==> src/pkg/step_pkg.sv <==
// Constants and types shared by the single-step control block.
// Assumes a core that reports fetch boundaries and a 10 MHz clock.
package step_pkg;

  // Address and port widths
  localparam int ADDR_W = 10;
  localparam int PORT1_W = 8;
  localparam int PORT2_LO_W = 2;
  localparam int IRQ_W = 2;

  // Interrupt source positions
  localparam int IRQ_HOST_BIT = 0;
  localparam int IRQ_TIMER_BIT = 1;

  // Last count of instructions per timer increment; value is a plain default
  localparam int PRESCALE_W = 5;
  localparam logic [PRESCALE_W-1:0] PRESCALE_LAST = 5'h1f;
  localparam logic [PRESCALE_W-1:0] PRESCALE_RST = 5'h00;

  // Reset values
  localparam logic [ADDR_W-1:0] ADDR_RST = 10'h000;
  localparam logic [PORT1_W-1:0] PORT1_RST = 8'hff;
  localparam logic [PORT2_LO_W-1:0] PORT2_LO_RST = 2'h3;
  localparam logic [IRQ_W-1:0] IRQ_RST = 2'h0;

  // Step request level after reset and while the pin is idle
  localparam logic REQ_IDLE = 1'b1;

  typedef enum logic [1:0] {
    ST_RUN,
    ST_HALT,
    ST_STEP
  } step_state_t;

endpackage

==> src/pkg/prescale_if.sv <==
// Link between the step controller and the timer prescaler.
// Assumes both ends share clock_in.
`timescale 1ns/1ns
interface prescale_if;
  logic count_en;
  logic tick;

  modport ctrl (
    output count_en,
    input tick
  );

  modport counter (
    input count_en,
    output tick
  );
endinterface

==> src/instr_prescaler.sv <==
// Timer prescaler that counts enabled cycles and pulses a tick.
// Assumes count_en is a one-cycle qualifier on clock_in.
`timescale 1ns/1ns
module instr_prescaler (
  input wire logic clock_in,
  input wire logic rst_b_in,
  input wire logic clk_en_in,
  prescale_if.counter pre
);

  logic [step_pkg::PRESCALE_W-1:0] count_r;
  logic tick_r;

  // Count and wrap
  always_ff @(posedge clock_in or negedge rst_b_in) begin
    if (!rst_b_in) begin
      count_r <= step_pkg::PRESCALE_RST;
    end else if (clk_en_in && pre.count_en) begin
      if (count_r == step_pkg::PRESCALE_LAST) begin
        count_r <= step_pkg::PRESCALE_RST;
      end else begin
        count_r <= count_r + 1'b1;
      end
    end
  end

  // Tick on wrap
  always_ff @(posedge clock_in or negedge rst_b_in) begin
    if (!rst_b_in) begin
      tick_r <= 1'b0;
    end else if (clk_en_in) begin
      tick_r <= pre.count_en && (count_r == step_pkg::PRESCALE_LAST);
    end
  end

  assign pre.tick = tick_r;

endmodule

==> src/single_step_debug_control.sv <==
// Single-instruction stepping control with port address display.
// Assumes the core pulses fetch_next_in one cycle before each fetch,
// obeys core_hold_out on that fetch, and shares clock_in.
// Port pins show the halted address one cycle after acknowledge rises.
`timescale 1ns/1ns
module single_step_debug_control (
  input wire logic clock_in,
  input wire logic rst_b_in,
  input wire logic clk_en_in,
  input wire logic step_req_b_in,
  input wire logic fetch_next_in,
  input wire logic [step_pkg::ADDR_W-1:0] next_addr_in,
  input wire logic [step_pkg::PORT1_W-1:0] port1_data_in,
  input wire logic [step_pkg::PORT2_LO_W-1:0] port2_lo_data_in,
  input wire logic host_in_buffer_full_in,
  input wire logic timer_irq_in,
  input wire logic [step_pkg::IRQ_W-1:0] irq_taken_in,
  output logic step_ack_out,
  output logic core_hold_out,
  output logic [step_pkg::PORT1_W-1:0] port1_out,
  output logic [step_pkg::PORT2_LO_W-1:0] port2_lo_out,
  output logic [step_pkg::IRQ_W-1:0] irq_pend_out,
  output logic timer_inc_out
);

  step_pkg::step_state_t state_r;
  step_pkg::step_state_t state_nxt;
  logic req_meta_r;
  logic req_sync_r;
  logic ack_r;
  logic hold_r;
  logic [step_pkg::ADDR_W-1:0] addr_r;
  logic [step_pkg::PORT1_W-1:0] port1_r;
  logic [step_pkg::PORT2_LO_W-1:0] port2_lo_r;
  logic [step_pkg::IRQ_W-1:0] irq_pend_r;
  logic [step_pkg::IRQ_W-1:0] irq_set;
  logic timer_inc_r;
  logic show_addr;
  logic keep_port;

  prescale_if pre_link ();

  // Pin synchroniser for the step request
  always_ff @(posedge clock_in or negedge rst_b_in) begin
    if (!rst_b_in) begin
      req_meta_r <= step_pkg::REQ_IDLE;
      req_sync_r <= step_pkg::REQ_IDLE;
    end else if (clk_en_in) begin
      req_meta_r <= step_req_b_in;
      req_sync_r <= req_meta_r;
    end
  end

  // Next state
  always_comb begin
    state_nxt = state_r;
    case (state_r)
      step_pkg::ST_RUN: begin
        if (fetch_next_in && !req_sync_r) begin
          state_nxt = step_pkg::ST_HALT;
        end
      end
      step_pkg::ST_HALT: begin
        if (req_sync_r) begin
          state_nxt = step_pkg::ST_STEP;
        end else begin
          state_nxt = step_pkg::ST_HALT;
        end
      end
      step_pkg::ST_STEP: begin
        if (fetch_next_in) begin
          if (req_sync_r) begin
            state_nxt = step_pkg::ST_RUN;
          end else begin
            state_nxt = step_pkg::ST_HALT;
          end
        end
      end
      default: begin
        state_nxt = step_pkg::ST_RUN;
      end
    endcase
  end

  // State register
  always_ff @(posedge clock_in or negedge rst_b_in) begin
    if (!rst_b_in) begin
      state_r <= step_pkg::ST_RUN;
    end else if (clk_en_in) begin
      state_r <= state_nxt;
    end
  end

  // Acknowledge follows the halted state
  always_ff @(posedge clock_in or negedge rst_b_in) begin
    if (!rst_b_in) begin
      ack_r <= 1'b0;
    end else if (clk_en_in) begin
      ack_r <= (state_nxt == step_pkg::ST_HALT);
    end
  end

  // Hold makes the core issue no-op cycles instead of fetching
  always_ff @(posedge clock_in or negedge rst_b_in) begin
    if (!rst_b_in) begin
      hold_r <= 1'b0;
    end else if (clk_en_in) begin
      hold_r <= (state_nxt == step_pkg::ST_HALT);
    end
  end

  // Capture the address of the instruction about to be fetched
  always_ff @(posedge clock_in or negedge rst_b_in) begin
    if (!rst_b_in) begin
      addr_r <= step_pkg::ADDR_RST;
    end else if (clk_en_in && fetch_next_in) begin
      addr_r <= next_addr_in;
    end
  end

  // Address shown from the second halted cycle on
  assign show_addr = (state_r == step_pkg::ST_HALT) &&
    (state_nxt == step_pkg::ST_HALT);
  // Ports hold on the acknowledge rise, the address follows a cycle later
  assign keep_port = (state_r != step_pkg::ST_HALT) &&
    (state_nxt == step_pkg::ST_HALT);

  // Port 1: address low byte while halted, normal data otherwise
  always_ff @(posedge clock_in or negedge rst_b_in) begin
    if (!rst_b_in) begin
      port1_r <= step_pkg::PORT1_RST;
    end else if (clk_en_in) begin
      if (show_addr) begin
        port1_r <= addr_r[step_pkg::PORT1_W-1:0];
      end else if (!keep_port) begin
        port1_r <= port1_data_in;
      end
    end
  end

  // Port 2 low pins: address high bits while halted, data otherwise
  always_ff @(posedge clock_in or negedge rst_b_in) begin
    if (!rst_b_in) begin
      port2_lo_r <= step_pkg::PORT2_LO_RST;
    end else if (clk_en_in) begin
      if (show_addr) begin
        port2_lo_r <= addr_r[step_pkg::ADDR_W-1:step_pkg::PORT1_W];
      end else if (!keep_port) begin
        port2_lo_r <= port2_lo_data_in;
      end
    end
  end

  // Interrupt requests stay pending through halts; set wins over take
  assign irq_set[step_pkg::IRQ_HOST_BIT] = host_in_buffer_full_in;
  assign irq_set[step_pkg::IRQ_TIMER_BIT] = timer_irq_in | pre_link.tick;

  // One pending flag per interrupt source
  genvar gi;
  generate
    for (gi = 0; gi < step_pkg::IRQ_W; gi = gi + 1) begin : g_irq
      always_ff @(posedge clock_in or negedge rst_b_in) begin
        if (!rst_b_in) begin
          irq_pend_r[gi] <= step_pkg::IRQ_RST[gi];
        end else if (clk_en_in) begin
          if (irq_set[gi]) begin
            irq_pend_r[gi] <= 1'b1;
          end else if (irq_taken_in[gi]) begin
            irq_pend_r[gi] <= 1'b0;
          end
        end
      end
    end
  endgenerate

  // Timer prescaler counts instructions, not cycles, and none while hold is high
  always_comb begin
    pre_link.count_en = fetch_next_in && !hold_r;
  end

  // Prescaler shares the clock enable, so a freeze stops it too
  instr_prescaler u_prescaler (
    .clock_in(clock_in),
    .rst_b_in(rst_b_in),
    .clk_en_in(clk_en_in),
    .pre(pre_link.counter)
  );

  // Timer increment pulse to the core timer
  always_ff @(posedge clock_in or negedge rst_b_in) begin
    if (!rst_b_in) begin
      timer_inc_r <= 1'b0;
    end else if (clk_en_in) begin
      timer_inc_r <= pre_link.tick;
    end
  end

  assign step_ack_out = ack_r;
  assign core_hold_out = hold_r;
  assign port1_out = port1_r;
  assign port2_lo_out = port2_lo_r;
  assign irq_pend_out = irq_pend_r;
  assign timer_inc_out = timer_inc_r;

endmodule

==> config.mk <==
export PLATFORM = sky130hd
export DESIGN_NAME = single_step_debug_control
export DESIGN_NICKNAME = d
export VERILOG_FILES = /design/src/pkg/step_pkg.sv /design/src/pkg/prescale_if.sv /design/src/instr_prescaler.sv /design/src/single_step_debug_control.sv
export SDC_FILE = /design/constraint.sdc
export NUM_CORES = 1
export LEC_CHECK = 0
export BUFFER_PORTS_ARGS = -buffer_cell sky130_fd_sc_hd__buf_4
export CAP_MARGIN = 15
export CORE_MARGIN = 2
export CORE_UTILIZATION = 45
export CTS_CLUSTER_DIAMETER = 30
export DETAILED_ROUTE_END_ITERATION = 8
export PLACE_DENSITY = 0.7
export REMOVE_ABC_BUFFERS = 1
export SYNTH_ARGS = -nofsm -noshare
export SYNTH_HDL_FRONTEND = slang
export SYNTH_SLANG_ARGS = --single-unit
==> constraint.sdc <==
create_clock -name clock_in -period 2.3 [get_ports clock_in]
set_clock_uncertainty 0.05 [all_clocks]
set_input_delay 0.46 -clock clock_in [delete_from_list [all_inputs] [get_ports clock_in]]
set_output_delay 0.46 -clock clock_in [all_outputs]
set_load 0.01 [all_outputs]
==> flow_summary.toml <==
[status]
outcome = "finished clean"

[clocking]
ctsResizeCount = 0
clkLatencyLatePin_ns = 0.33
clk_pin_slew_ns = 0.11
numCtsBuffers = 5
cts_max_level = 2
post-cts-setup-buffers = 0
clockBufferDepth = 2
cts_tree = "done"
cts.sinks = 34
holdBufCountCts = 1
cts-root-buf = "clkbuf_4"

[power]
ir_drop_v = 0.000371
p_per_area_mw_per_mm2 = 870
p_leak_nw = 0.966

[final_layout]
nets = 192
syn2layout_area_growth_pct = 26.8
n_fill_cell = 268
diodes = 0
drive_gt1_frac = 0.537

[worst_setup_path]
crit_type = "flop to flop"
crit_path_end_kind = "flop"
reg2regPathDepth = 4
critPathArrivalTime_ns = 1.78
crit_fanout = 4
required_ns = 2.47
start_kind = "flop"

[global_routing]
grt_pass1_vias = 1087
grt_start_max_net_pins = 35
grt.overflow.total = 0
antenna_found_initial = 0
grt_pass1_wl_um = 5040
grt_use_total = 0.164

[timing]
period_minus_slack_ns = 1.60
fmax_ghz = 0.623
hold_viol = 0
rsz0062_at_grt = "no"
max_slew_margin = 0.718
tightest_slew_ns = 0.423
period_share = 0.698
hold_ws_ns = 0.282
maxSlewViolCount = 0
setup_violations = 0
tns_ns = 0

[floorplan]
die_area_sq_mm = 0.00408
start_util = 0.476
die_h_um = 63.9
rows = 21
core_sq_mm = 0.00339
die_w_um = 63.9
io_pins = 44

[place]
dpl.hpwl_um = 2160
place_congestion = 0.719
port_buffers = 43

[worst_hold_path]
hold_class = "input port to flop"
hold_depth = 2

[route]
vias = 1053
drtAntennaViolNets = 0
routedWlPerCell_um = 14.2
drt_iter0_drc = 21
firstDrtPassIters = 4
drt-vias-per-instance = 5.06
route.detailed.drc = 0
wl_um = 2960

[synth]
ys_types = 28
avgSynthCellArea_sq_um = 14.3
ys_seq_area_frac = 0.537
synth_warnings = 0
syn_area_sq_mm = 0.00161
synthCells = 113
synth-seq-cells = 34

[flow_run]
cap_viol_max_count = 0
-- final timing paths --
path	start	endpoint	slack, ns
max in group asynchronous	rst_b_in	port1_out[4]	1.30
setup reg to reg	u_prescaler.count_r[0]	u_prescaler.count_r[3]	0.70
hold reg to reg	addr_r[3]	addr_r[3]	0.45
min in group asynchronous	rst_b_in	addr_r[6]	0.55
hold / removal	next_addr_in[0]	addr_r[0]	0.28
setup / recovery	u_prescaler.count_r[0]	u_prescaler.count_r[3]	0.70
-- through the flow --
stage	total power [mW]	worst slack [ns]	instance area, sq um	cells	util
floorplan	1.22	0.398	1580	108	-
global placement	1.42	0.778	1970	199	0.582
detailed placement	1.45	0.736	1970	199	0.582
CTS	1.80	0.700	2050	208	0.604
global route	1.91	0.619	2050	208	0.604
finish	1.78	0.695	2050	208	0.604
-- cells by family after synthesis --
kind of cell,after synthesis,synth area share
flops,34,0.537
simple gates,18,0.0628
fa+ha+maj,2,0.0155
mux,34,0.284
compound gates,16,0.0690
buf+inv,9,0.0318
-- worst max-delay path, stage by stage (launching register included) --
cell and delay (ns):
dfrtp_1 0.42, ha_1 0.25, and3_1 0.19, ha_1 0.22
o41ai_1 0.37
-- registers in the layout, summed over array words and instances, names as in the netlist --
| register | flops |
|---|---|
| irq_pend_out | 2 |
| u_prescaler.count_r | 5 |
| addr_r | 10 |
| port1_out | 8 |
| state_r | 2 |
| port2_lo_out | 2 |
| timer_inc_out | 1 |
| u_prescaler.pre.tick | 1 |
| req_meta_r | 1 |
| req_sync_r | 1 |
| core_hold_out | 1 |
-- power breakdown --
group	leakage [nW]	switching (mW)	internal, mW
logic	0.544	0.217	0.343
registers	0.388	0.101	0.775
clock network	0.0343	0.196	0.147
-- cell type report --
cell class,instances,area [sq um],area share
multi-input cells,70,696,0.340
clock inverters,2,12.5,0.00612
flip-flops and latches,34,866,0.423
clock buffers,6,51.3,0.0251
inverters,4,15.0,0.00734
repair buffers,46,348,0.170
well taps,46,57.6,0.0281
-- synth_stat cells, drive strengths merged --
cell | count | area (sq um)
a21boi | 1 | 7.51
a21o | 1 | 7.51
a21oi | 1 | 5.00
a22o | 2 | 17.5
a22oi | 1 | 7.51
a32o | 2 | 20.0
and3 | 1 | 6.26
buf | 5 | 36.3
dfrtp | 22 | 551
dfstp | 12 | 315
ha | 2 | 25.0
inv | 4 | 15.0
mux2 | 34 | 458
nand2 | 7 | 26.3
nand2b | 3 | 18.8
nand3 | 1 | 5.00
nand3b | 1 | 11.3
nor2 | 1 | 3.75
nor2b | 2 | 12.5
nor3 | 1 | 5.00
nor3b | 1 | 12.5
o21ai | 5 | 25.0
o22ai | 2 | 12.5
o41ai | 1 | 8.76
-- layer usage --
metal | up-vias | part of all wire | GRT usage
met3 | 7 | 0.073 | 0.0599
met1 | 504 | 0.42 | 0.191
met5 | - | 0 | 0
met2 | 44 | 0.49 | 0.275
li1 | 498 | - | -
met4 | 0 | 0.020 | 0.0598
-- placed cells by master (no fill, tap or decap), drive strengths merged, types with 2 or more instances in the layout --
master,instances
o22ai,2
ha,2
o21ai,5
mux2,34
dfstp,12
nand2b,3
dfrtp,22
clkbuf,6
buf,45
nand2,7
inv,4
a32o,2
a22o,2
nor2b,2
Power figures use the tool's default switching activity.
